===== src/ssfh_regs.svh =====
// constants for the serial slave frame handler: codes, lengths and crc values
`ifndef SSFH_REGS_SVH
`define SSFH_REGS_SVH

// ----------------------------------------
// function codes
// ----------------------------------------
`define SSFH_FUNC_READ    8'h03
`define SSFH_FUNC_LOOP    8'h08
`define SSFH_FUNC_WRITE   8'h10
`define SSFH_ERR_FLAG     8'h80

// ----------------------------------------
// error codes carried in an error response
// ----------------------------------------
`define SSFH_ERR_NONE     8'h00
`define SSFH_ERR_FUNC     8'h01
`define SSFH_ERR_LEN      8'h02
`define SSFH_ERR_QTY      8'h03

// ----------------------------------------
// crc and frame figures
// ----------------------------------------
`define SSFH_CRC_PRESET   16'hffff
`define SSFH_CRC_POLY     16'ha001
`define SSFH_ADDR_MAX     8'h1f
`define SSFH_MAX_QTY      16'h0010
`define SSFH_BUF_DEPTH    6'h29
`define SSFH_MIN_FRAME    6'h04
`define SSFH_LEN_FIXED    6'h08
`define SSFH_WR_HDR       6'h09
`define SSFH_RD_HDR       6'h03
`define SSFH_WR_DATA0     6'h07
`define SSFH_ECHO_LEN     6'h06
`define SSFH_ERR_LEN_B    6'h03

`endif


===== src/ssfh_pkg.sv =====
// types shared by the serial slave frame handler
package ssfh_pkg;

   // ----------------------------------------
   // controller states, one-hot
   // ----------------------------------------
   typedef enum logic [5:0] {
      SSFH_RECV  = 6'b000001,   // collecting command bytes
      SSFH_CHECK = 6'b000010,   // judging the frame
      SSFH_READ  = 6'b000100,   // fetching registers
      SSFH_WRITE = 6'b001000,   // storing registers
      SSFH_SEND  = 6'b010000,   // emitting response bytes
      SSFH_DRAIN = 6'b100000    // waiting for last byte taken
   } ssfh_state_t;

   typedef logic [7:0] ssfh_byte_t;   // one frame byte

endpackage : ssfh_pkg


===== src/ssfh_frame_handler.sv =====
// slave frame handler: receive, check, execute and answer command frames
`timescale 1ns/1ps
`include "ssfh_regs.svh"

// Function
// - answer each accepted command once, never unsolicited
// - accept any slave address 0 to 31
// - read 03: command 8 bytes, reply 7-37
// - loop back 08: command and reply 8 bytes
// - write 10: command 11-41, reply 8 bytes
// - frame: address, function, data, crc
// - check received crc, append crc on transmit
// - preset crc accumulator to ffff
// - xor byte low, eight shifts, poly a001
// - crc bytes in frame order, low first
// - final accumulator is the two-byte checksum
// - read quantity above 16 is refused
// - read returns consecutive registers from start
// - register value sent high byte first
// - error reply: address, function|80, code, crc
// - loop back echoes the frame unchanged
// - write: start, quantity, count, data high first
module ssfh_frame_handler
   import ssfh_pkg::*;
(
   input  wire logic        clk,           // 20 mhz system clock
   input  wire logic        rst_b,         // async reset, active low
   input  wire logic        rx_valid,      // received byte strobe
   input  wire logic [7:0]  rx_data,       // received byte
   input  wire logic        rx_last,       // byte closes the frame
   input  wire logic        tx_ready,      // transmitter takes tx_data
   output logic             tx_valid,      // response byte offered
   output logic [7:0]       tx_data,       // response byte
   output logic             reg_rd,        // register read pulse
   output logic             reg_wr,        // register write pulse
   output logic [15:0]      reg_addr,      // register address
   output logic [15:0]      reg_wdata,     // register write data
   input  wire logic [15:0] reg_rdata,     // read data, cycle after reg_rd
   output logic             crc_err,       // communication error pulse
   output logic             busy           // frame in progress after close
);

   // ----------------------------------------
   // crc step over one byte
   // ----------------------------------------
   function automatic logic [15:0] ssfh_crc_step(input logic [15:0] c,
                                                 input logic [7:0]  b);
      logic [15:0] r;
      r = c ^ {8'h00, b};
      for (int i = 0; i < 8; i++) begin
         r = r[0] ? ((r >> 1) ^ `SSFH_CRC_POLY) : (r >> 1);
      end
      return r;
   endfunction : ssfh_crc_step

   // ----------------------------------------
   // state and storage
   // ----------------------------------------
   ssfh_state_t state_q;                 // controller state
   ssfh_byte_t  buf_q [0:40];            // frame buffer, index addressed
   logic [5:0]  cnt_q;                   // received byte count
   logic        ovf_q;                   // frame longer than buffer
   logic [15:0] crc_q;                   // crc accumulator
   logic [5:0]  idx_q;                   // transmit byte index
   logic [5:0]  len_q;                   // response length without crc
   logic [7:0]  err_q;                   // error code, zero when none
   logic        is_rd_q;                 // response is a read reply
   logic [4:0]  wrd_q;                   // register word counter
   logic [1:0]  ph_q;                    // read access phase
   // read data lands on the header slots, so start and quantity are held apart
   logic [15:0] st_q;                    // start address of the command
   logic [5:0]  qty_q;                   // register quantity of the command
   logic        tx_valid_q;              // output flops
   logic [7:0]  tx_data_q;
   logic        reg_rd_q;
   logic        reg_wr_q;
   logic [15:0] reg_addr_q;
   logic [15:0] reg_wdata_q;
   logic        crc_err_q;
   logic        busy_q;

   // ----------------------------------------
   // frame field decode
   // ----------------------------------------
   wire [7:0]  f_addr  = buf_q[0];                    // slave address
   wire [7:0]  f_func  = buf_q[1];                    // function code
   wire [15:0] f_start = {buf_q[2], buf_q[3]};        // start, high first
   wire [15:0] f_qty   = {buf_q[4], buf_q[5]};        // quantity
   wire [7:0]  f_bcnt  = buf_q[6];                    // write byte count
   wire [5:0]  qty6    = f_qty[5:0];                  // small quantity
   wire [5:0]  qty2    = 6'(qty6 << 1);               // twice quantity

   // address range, no own address to compare
   wire addr_ok  = (f_addr <= `SSFH_ADDR_MAX);
   // crc residue is zero when the low-first checksum matches
   wire frame_ok = (crc_q == 16'h0000) && !ovf_q
                   && (cnt_q >= `SSFH_MIN_FRAME);
   // quantity between one and sixteen
   wire qty_ok   = (f_qty != 16'h0000) && (f_qty <= `SSFH_MAX_QTY);

   // ----------------------------------------
   // per-function verdicts
   // ----------------------------------------
   wire is_read  = (f_func == `SSFH_FUNC_READ);
   wire is_loop  = (f_func == `SSFH_FUNC_LOOP);
   wire is_write = (f_func == `SSFH_FUNC_WRITE);

   // read: fixed eight bytes, quantity in range
   wire [7:0] rd_err = (cnt_q != `SSFH_LEN_FIXED) ? `SSFH_ERR_LEN :
                       !qty_ok ? `SSFH_ERR_QTY :
                       `SSFH_ERR_NONE;
   // loop back: fixed eight bytes
   wire [7:0] lb_err = (cnt_q != `SSFH_LEN_FIXED) ? `SSFH_ERR_LEN :
                       `SSFH_ERR_NONE;
   // write: count twice quantity, length header plus data
   wire wr_len_ok = ({2'b00, f_bcnt[5:0]} == {2'b00, qty2})
                    && (f_bcnt[7:6] == 2'b00)
                    && (cnt_q == 6'(`SSFH_WR_HDR + qty2));
   wire [7:0] wr_err = !qty_ok ? `SSFH_ERR_QTY :
                       !wr_len_ok ? `SSFH_ERR_LEN :
                       `SSFH_ERR_NONE;
   // unknown function code
   wire [7:0] chk_err = is_read  ? rd_err :
                        is_loop  ? lb_err :
                        is_write ? wr_err : `SSFH_ERR_FUNC;

   // ----------------------------------------
   // response length and byte selection
   // ----------------------------------------
   wire [5:0] rsp_len = (chk_err != `SSFH_ERR_NONE) ? `SSFH_ERR_LEN_B :
                        is_read ? 6'(`SSFH_RD_HDR + qty2) :
                        `SSFH_ECHO_LEN;

   // error reply: address, flagged function, code
   wire [7:0] err_byte = (idx_q == 6'h00) ? buf_q[0] :
                         (idx_q == 6'h01) ? (buf_q[1] | `SSFH_ERR_FLAG) :
                         err_q;
   // read reply puts the byte count after the function code
   wire [7:0] ok_byte  = (is_rd_q && idx_q == 6'h02) ? {1'b0, qty_q, 1'b0} :
                         buf_q[idx_q];
   wire [7:0] tx_byte  = (err_q != `SSFH_ERR_NONE) ? err_byte : ok_byte;

   // transmitter may take a new byte
   wire       tx_load  = !tx_valid_q || tx_ready;

   // buffer slots for register words
   wire [5:0] rd_slot  = 6'(`SSFH_RD_HDR + {wrd_q, 1'b0});
   wire [5:0] wr_slot  = 6'(`SSFH_WR_DATA0 + {wrd_q, 1'b0});
   wire       last_wrd = ({1'b0, wrd_q} == 6'(qty_q - 6'h01));
   wire [15:0] wrd_addr = 16'(st_q + {11'h000, wrd_q});

   // ----------------------------------------
   // frame buffer
   // ----------------------------------------
   // receive fills from index zero, read phase writes data words
   always_ff @(posedge clk or negedge rst_b) begin
      if (!rst_b) begin
         for (int i = 0; i < 41; i++) begin
            buf_q[i] <= 8'h00;
         end
      end else if (state_q == SSFH_RECV && rx_valid && cnt_q < `SSFH_BUF_DEPTH) begin
         buf_q[cnt_q] <= rx_data;
      end else if (state_q == SSFH_READ && ph_q == 2'd2) begin
         buf_q[rd_slot]        <= reg_rdata[15:8];
         buf_q[rd_slot + 6'h1] <= reg_rdata[7:0];
      end
   end

   // ----------------------------------------
   // controller
   // ----------------------------------------
   // one process walks receive, check, execute and send
   always_ff @(posedge clk or negedge rst_b) begin
      if (!rst_b) begin
         state_q     <= SSFH_RECV;
         cnt_q       <= 6'h00;
         ovf_q       <= 1'b0;
         crc_q       <= `SSFH_CRC_PRESET;
         idx_q       <= 6'h00;
         len_q       <= 6'h00;
         err_q       <= `SSFH_ERR_NONE;
         is_rd_q     <= 1'b0;
         st_q        <= 16'h0000;
         qty_q       <= 6'h00;
         wrd_q       <= 5'h00;
         ph_q        <= 2'd0;
         tx_valid_q  <= 1'b0;
         tx_data_q   <= 8'h00;
         reg_rd_q    <= 1'b0;
         reg_wr_q    <= 1'b0;
         reg_addr_q  <= 16'h0000;
         reg_wdata_q <= 16'h0000;
         crc_err_q   <= 1'b0;
         busy_q      <= 1'b0;
      end else begin
         // pulses default low
         reg_rd_q  <= 1'b0;
         reg_wr_q  <= 1'b0;
         crc_err_q <= 1'b0;
         case (state_q)
            // collect bytes, crc over every byte in arrival order
            SSFH_RECV: begin
               if (rx_valid) begin
                  crc_q <= ssfh_crc_step(crc_q, rx_data);
                  if (cnt_q < `SSFH_BUF_DEPTH) begin
                     cnt_q <= cnt_q + 6'h01;
                  end else begin
                     ovf_q <= 1'b1;                          // too long
                  end
                  if (rx_last) begin
                     state_q <= SSFH_CHECK;
                     busy_q  <= 1'b1;
                  end
               end
            end
            // judge the frame and choose the action
            SSFH_CHECK: begin
               crc_q   <= `SSFH_CRC_PRESET;
               idx_q   <= 6'h00;
               wrd_q   <= 5'h00;
               ph_q    <= 2'd0;
               err_q   <= chk_err;
               len_q   <= rsp_len;
               is_rd_q <= is_read;
               st_q    <= f_start;
               qty_q   <= qty6;
               if (!addr_ok || !frame_ok) begin
                  // silent drop, no reply to a bad frame
                  crc_err_q <= addr_ok;
                  cnt_q     <= 6'h00;
                  ovf_q     <= 1'b0;
                  busy_q    <= 1'b0;
                  state_q   <= SSFH_RECV;
               end else if (chk_err != `SSFH_ERR_NONE) begin
                  state_q <= SSFH_SEND;
               end else if (is_read) begin
                  state_q <= SSFH_READ;
               end else if (is_write) begin
                  state_q <= SSFH_WRITE;
               end else begin
                  state_q <= SSFH_SEND;
               end
            end
            // issue, wait, capture for each word
            SSFH_READ: begin
               case (ph_q)
                  2'd0: begin
                     reg_rd_q   <= 1'b1;
                     reg_addr_q <= wrd_addr;
                     ph_q       <= 2'd1;
                  end
                  2'd1: begin
                     ph_q <= 2'd2;                          // data next cycle
                  end
                  default: begin
                     ph_q  <= 2'd0;
                     wrd_q <= wrd_q + 5'h01;
                     if (last_wrd) begin
                        state_q <= SSFH_SEND;
                     end
                  end
               endcase
            end
            // one write pulse per word, address order
            SSFH_WRITE: begin
               reg_wr_q    <= 1'b1;
               reg_addr_q  <= wrd_addr;
               reg_wdata_q <= {buf_q[wr_slot], buf_q[wr_slot + 6'h1]};
               wrd_q       <= wrd_q + 5'h01;
               if (last_wrd) begin
                  state_q <= SSFH_SEND;
               end
            end
            // body bytes, then crc low, then crc high
            SSFH_SEND: begin
               if (tx_load) begin
                  tx_valid_q <= 1'b1;
                  idx_q      <= idx_q + 6'h01;
                  if (idx_q < len_q) begin
                     tx_data_q <= tx_byte;
                     crc_q     <= ssfh_crc_step(crc_q, tx_byte);
                  end else if (idx_q == len_q) begin
                     tx_data_q <= crc_q[7:0];
                  end else begin
                     tx_data_q <= crc_q[15:8];
                     state_q   <= SSFH_DRAIN;
                  end
               end
            end
            // last byte taken, reopen reception
            SSFH_DRAIN: begin
               if (tx_ready) begin
                  tx_valid_q <= 1'b0;
                  cnt_q      <= 6'h00;
                  ovf_q      <= 1'b0;
                  crc_q      <= `SSFH_CRC_PRESET;
                  busy_q     <= 1'b0;
                  state_q    <= SSFH_RECV;
               end
            end
            default: begin
               state_q <= SSFH_RECV;
            end
         endcase
      end
   end

   // ----------------------------------------
   // outputs straight from flops
   // ----------------------------------------
   assign tx_valid  = tx_valid_q;
   assign tx_data   = tx_data_q;
   assign reg_rd    = reg_rd_q;
   assign reg_wr    = reg_wr_q;
   assign reg_addr  = reg_addr_q;
   assign reg_wdata = reg_wdata_q;
   assign crc_err   = crc_err_q;
   assign busy      = busy_q;

endmodule : ssfh_frame_handler


===== config.mk =====
export PLATFORM = sky130hd
export DESIGN_NAME = ssfh_frame_handler
export DESIGN_NICKNAME = d
export VERILOG_FILES = /design/src/ssfh_pkg.sv /design/src/ssfh_frame_handler.sv
export VERILOG_INCLUDE_DIRS = /design/src
export SDC_FILE = /design/constraint.sdc
export NUM_CORES = 1
export LEC_CHECK = 0
export BUFFER_PORTS_ARGS = -buffer_cell sky130_fd_sc_hd__buf_2
export CORE_MARGIN = 8
export CORE_UTILIZATION = 40
export DETAILED_ROUTE_END_ITERATION = 6
export PLACE_DENSITY = 0.69
export SETUP_SLACK_MARGIN = 0.15
export SLEW_MARGIN = 25
export SYNTH_ARGS = -nofsm -noshare
export SYNTH_HDL_FRONTEND = slang
export SYNTH_SLANG_ARGS = --single-unit

===== constraint.sdc =====
create_clock -name clk -period 3.69 [get_ports clk]
set_input_delay 0.369 -clock clk [delete_from_list [all_inputs] [get_ports clk]]
set_output_delay 0.369 -clock clk [all_outputs]
set_load 0.01 [all_outputs]

# Yosys cells after proc, flatten, opt, wreduce, memory -nomap -nowiden

Cells that the tools add are included.

Add/sub/neg operators: 11
$mul: 0
Divide/modulo/power cells: 0
Order comparisons: 14
Equality and inequality tests: 30
Shifts and indexed selects: 0
Multiplexer cells: 98
Bitwise logic cells: 24
Reduce and logical (&&, ||, !) cells: 44

Operator list:

| kind                | count |
|---|---|
| $bwmux 328          | 3 |
| $mux 328            | 2 |
| $mux 16             | 21 |
| $bmux 8 s6          | 3 |
| $demux 8 s6         | 3 |
| $mux 8              | 15 |
| $mux 6              | 15 |
| $pmux 16 s4         | 1 |
| $not 2->3           | 16 |
| $ge 7x7->1 const B  | 6 |
| $not 6->7           | 6 |
| $pmux 6 s6          | 1 |
| $pmux 16 s2         | 1 |
| $xor 16x8->16       | 2 |
| $mux 5              | 5 |
| $add 6x1->6 const B | 4 |
| $lt 7x1->1 const B  | 3 |
| $ne 2x2->1 const B  | 10 |
| $reduce_and 5->1    | 4 |
| $eq 6x6->1          | 3 |
| $pmux 6 s3          | 1 |
| $add 16x5->16       | 1 |
| $le 16x5->1 const B | 1 |
| $logic_not 16->1    | 1 |
| other kinds (44)    | 93 |

Register bits after elaboration: 452
Bits in latches: 0
Bits in writable memories: 0
Bits in read-only memories: 0
Input port bits: 29
Logic and storage cells: 282
Memories: 0

# Depth between registers and ports, before layout

Depth after elaboration: 26
Mapped depth: 18

# Worst setup path after synthesis

No wires, ideal clock.

Path type: register -> register
Start: reg idx_q[1]
End: reg crc_q[0]
Library setup time: 0.098 ns
Data arrival time: 3.427 ns
Required time: 3.592 ns
Slack: 0.165 ns
Cell stages (with the launch flop): 18
Path buffers: 5
Period minus slack after synthesis: 3.525 ns
Cell sequence: dfrtp_1 buf_6 buf_6 buf_4 buf_4 inv_1 ha_1 clkbuf_1 nand3b_1 a21oi_1 o2111ai_1 o32ai_2 xnor2_1 xnor3_1 xnor3_2 o21ai_2 xor2_1 a21oi_1

Cells in the longest elaborated chain, start to end: 19

Ends and longest elaborated chain:

| what                                                     | RTL line                  | text |
|---|---|---|
| start, declared                                          | ssfh_frame_handler.sv:64  | `logic [5:0] idx_q;` |
| start signal, assigned                                   | ssfh_frame_handler.sv:278 | `idx_q <= idx_q + 6'h01;` |
| $not 6->7 (not written as such)                          | ssfh_frame_handler.sv:140 | `buf_q[idx_q];` |
| $bmux 8 s6                                               | ssfh_frame_handler.sv:140 |  |
| $mux 8 (not written as such) (2 in a row)                | ssfh_frame_handler.sv:140 |  |
| $mux 8                                                   | ssfh_frame_handler.sv:139 | `wire [7:0] ok_byte = (is_rd_q && idx_q == 6'h02) ? {1'b0, qty_q, 1'b0} :` |
| $mux 8                                                   | ssfh_frame_handler.sv:141 | `` wire [7:0] tx_byte = (err_q != `SSFH_ERR_NONE) ? err_byte : ok_byte; `` |
| $xor 16x8->16                                            | ssfh_frame_handler.sv:49  | `r = c ^ {8'h00, b};` |
| $mux 16 / $not 2->3 (equally long branches) (6 in a row) | n/a                       |  |
| $not 2->3 (no line) / $mux 16 (equally long branches)    | n/a                       |  |
| $mux 16 (2 in a row)                                     | ssfh_frame_handler.sv:51  | `` r = r[0] ? ((r >> 1) ^ `SSFH_CRC_POLY) : (r >> 1); `` |
| $mux 16                                                  | ssfh_frame_handler.sv:279 | `if (idx_q < len_q) begin` |
| $mux 16                                                  | ssfh_frame_handler.sv:276 | `if (tx_load) begin` |
| $pmux 16 s4                                              | ssfh_frame_handler.sv:200 | `case (state_q)` |
| end signal, assigned                                     | ssfh_frame_handler.sv:204 | `crc_q <= ssfh_crc_step(crc_q, rx_data);` |
| end signal, assigned                                     | ssfh_frame_handler.sv:281 | `crc_q <= ssfh_crc_step(crc_q, tx_byte);` |
| end signal, assigned                                     | ssfh_frame_handler.sv:296 | `` crc_q <= `SSFH_CRC_PRESET; `` |
| end, declared                                            | ssfh_frame_handler.sv:63  | `logic [15:0] crc_q;` |

Several ways; a longest one is shown, not always the timed one. The select of a mux whose other input is x is not followed.
A chain may end at the register's enable or synchronous reset.

# Worst setup path after layout

Same ends and word-level chain as after synthesis.

==> results.yml <==
outcome:
  outcome: "complete, but fails checks"
  violations: "DRC"
detailed_routing:
  first_iter_violations: 3997
  wl_per_cell_um: 33.09
  routed_wl_um: 122800
  final_antenna_net_count: 0
  vias: 25330
  viasPerCell: 6.825
  dr.pass1.iters: 7
  drcViolationCount: 5
timing:
  setup_viol: 0
  rsz0062_at_grt: "yes"
  post-route-min-period_ns: 3.479
  hold_viol: 0
  holdWs_ns: 0.09304
  maxSlewHeadroom_pct: 21.73
  fin_crit_sh_pct: 94.27
  worst_clock_skew_ns: 0.02509
  fmax_ghz: 0.2875
  tightest_slew_ns: 1.174
  final_max_slew_viol_count: 0
  setup_ws_ns: 0.2113
  tns_ns: 0
cells_and_area:
  area_growth_pct: 17.10
  final_cell_mix: "dfrtp_1 (424), o21ai_0 (397), a22oi_1 (327)"
  multi_input_comb_area_um2: 14470
  regArea_um2: 11200
  drive_above_1_share_pct: 22.21
  layout_commonest_cell: "dfrtp_1"
  fin_area_um2: 31190
  nets: 2867
  stdcell_count: 3711
  fill_cells: 6084
synth:
  synth_compound_area_share_pct: 23.96
  synthCells: 2622
  synthMuxAreaShare_pct: 15.78
  ys_seq_elements: 446
  yosys.area_share.simple_pct: 9.514
  yosys_warnings: 0
  synth_top_family_by_area: "compound AO/OA/AOI/OAI gates"
  synth-xor-area-share_pct: 3.096
  synth_area_per_cell_um2: 10.16
  synthFlopType: "dfrtp_1"
  synthesis.area_um2: 26630
  syn-num-nets: 2682
  yosysSeqAreaShare_pct: 41.99
  synth_cell_type_count: 84
  synth_fa_ha_area_share_pct: 1.485
  synth-edff-count: 0
  async_flop_share_pct: 100.0
critical_path:
  startpoint: "idx_q[1]"
  max_stage_delay_ns: 0.55
  cp.arrival_ns: 3.98
  crit_top_cell: "buf_12"
  endpoint_kind: "register"
  critical_path_class: "register to register"
  r2r_cells: 13
  cp-start-kind: "register"
  reg2reg_from: "idx_q[1]"
  reg2reg_setup_slack_ns: 0.21
  critPathCapture: "crc_q[0]"
  cp.required_ns: 4.19
  r2r-end: "crc_q[0]"
  crit_path_top_delay_cell: "mux4_1"
  path_cells: "buf_12 -> buf_12 -> mux4_1 -> mux2i_1 -> a22o_1 -> o32ai_2 -> xnor2_2 -> buf_4 -> xnor3_1 -> xnor3_2 -> o21ai_2 -> xor2_1 -> a21oi_1"
  path_max_fanout: 6
global_route:
  grt_max_degree: 107
  antenna_found_initial: 7
  track_usage_pct: 31.86
  grt_overflow: 0
  grt_pass1_vias: 24300
  grt_pass1_wl_um: 175600
clock_tree:
  clk_pin_slew_ns: 0.07
  numClockSinks: 446
  clk_latency_ns: 0.62
  cts_tree: "yes"
  root_buffer: "clkbuf_16"
  cts_buffers: 51
  clockBufferDepth: 3
  htree_levels: 2
die:
  io_pins: 74
  rows: 94
  die_area_um2: 75090
  die_w_um: 274.0
  die_h_um: 274.0
  coreArea_um2: 65860
  initial_core_util_pct: 40.44
power_and_ir_drop:
  ir_drop_v: 0.0005572
  power_density_nw_per_um2: 650.5
  p_leak_nw: 12.80
place:
  place.port_buffers: 73
  dp_hpwl_um: 87920
  postPlaceCellArea_um2: 29180
  place.gp.congestion: 1.047
  dp.cells: 3602
  dp_worst_setup_slack_ns: 0.04988
job:
  drv_cap: 0
min_path:
  hp-class: "primary input to register"
synthesized netlist by cell type, types with 7 or more instances:
library cell	n	share of area, %
a22oi_1	328	9.2
a21oi_1	99	1.9
nand2b_1	7	0.16
mux4_2	114	9.6
a31oi_1	23	0.54
o22ai_1	18	0.42
nor2_1	150	2.1
clkbuf_1	154	2.2
inv_1	34	0.48
nand4_1	11	0.26
nor2b_1	19	0.45
dfrtp_1	429	40
a221o_1	10	0.38
and2_1	8	0.19
a211oi_1	12	0.34
nor4_1	8	0.19
ha_1	30	1.4
mux2_2	30	1.3
nand3_1	35	0.66
mux2i_1	77	2.9
dfstp_2	17	1.7
buf_1	18	0.25
nor3_1	17	0.32
a22o_1	7	0.23
o221ai_1	14	0.46
and3_1	11	0.26
nand2_1	259	3.7
o21ai_0	397	7.5
mux4_1	20	2.0
buf_4	7	0.20
xnor2_1	59	1.9
xor2_1	28	0.92
buf_6	11	0.47
o211ai_1	57	1.6
how the worst min path moves through the flow:
stage                      start           end  slack (ns)  cells past startpoint
floorplan                  rst_b      buf_q[0]        0.07                      0
global placement     reg_addr[6]   reg_addr[6]        0.46                      2
detailed placement  reg_wdata[8]  reg_wdata[8]        0.47                      2
CTS                 reg_rdata[7]    buf_q[295]        0.07                      3
global route        reg_rdata[7]    buf_q[295]        0.11                      3
finish              reg_rdata[0]    buf_q[288]        0.09                      3
critical path, delay by kind of cell (launching register included):
kind / cells / cell delay [ns]
flip-flops: 1 / 0.47
buffers and inverters: 3 / 0.41
AO/OA/AOI/OAI: 4 / 0.66
multiplexers: 2 / 0.86
XOR/XNOR: 4 / 0.92
repair_timing:
| action | in CTS | in global routing |
|---|---|---|
| gates resized for setup | 4 | 17 |
| endpoints found under the setup margin | 12 | 46 |
| buffers inserted | 3 | 11 |
| pin swaps | 0 | 7 |
| hold buffers | 2 | 0 |
| endpoints found under the hold margin | 77 | 0 |
stage by stage:
step / utilization [%] / total power [mW]
final: 47.35 / 20.29
after global routing: 47.35 / 21.01
after CTS: 47.04 / 19.76
after detailed placement: 44.31 / 14.42
after global placement: 44.31 / 14.29
after floorplan: - / 11.25
state kept, by name (all words and copies together) (netlist names), 8 cells and up:
register and flops:
buf_q 304, reg_addr 16, reg_wdata 16, f_bcnt 8, f_func 8, tx_data 8, crc_q 16, st_q 16
f_addr 8
logic make-up (layout without fill, tap and decap cells):
group,count (synthesis),count (layout)
xor gates and xnor gates,90,90
other,0,1
and+or+nand+nor,567,567
AOI/OAI and AO/OA,1008,1008
muxes,241,241
DFF,446,446
buffers and inverters,239,463
adders and majority gates,31,31
cell type report:
| class | count | share of cell area [%] |
|---|---|---|
| diodes | 1 | 0.008024 |
| clock buffers | 72 | 4.863 |
| clock inverters | 20 | 0.6740 |
| inverters | 36 | 0.4373 |
| multi-input cells | 1937 | 46.40 |
| flip-flops and latches | 446 | 35.91 |
| well taps | 864 | 3.466 |
| repair buffers | 335 | 8.245 |
report_power, final:
| part | switching (mW) | total (mW) | internal [mW] | leakage (nW) |
|---|---|---|---|---|
| clock network | 2.20 | 5.27 | 3.07 | 0.843 |
| logic | 4.75 | 8.33 | 3.58 | 5.92 |
| registers | 1.05 | 6.69 | 5.64 | 6.03 |
routing by layer:
layer | vias up | GRT usage, % | routed length (um)
li1 | 10400 | - | -
met1 | 12620 | 42.49 | 47150
met2 | 1844 | 46.33 | 51560
met3 | 453 | 8.398 | 14760
met4 | 10 | 18.80 | 9183
met5 | - | 0 | 153
No activity file was read; power rests on OpenSTA's default activity.
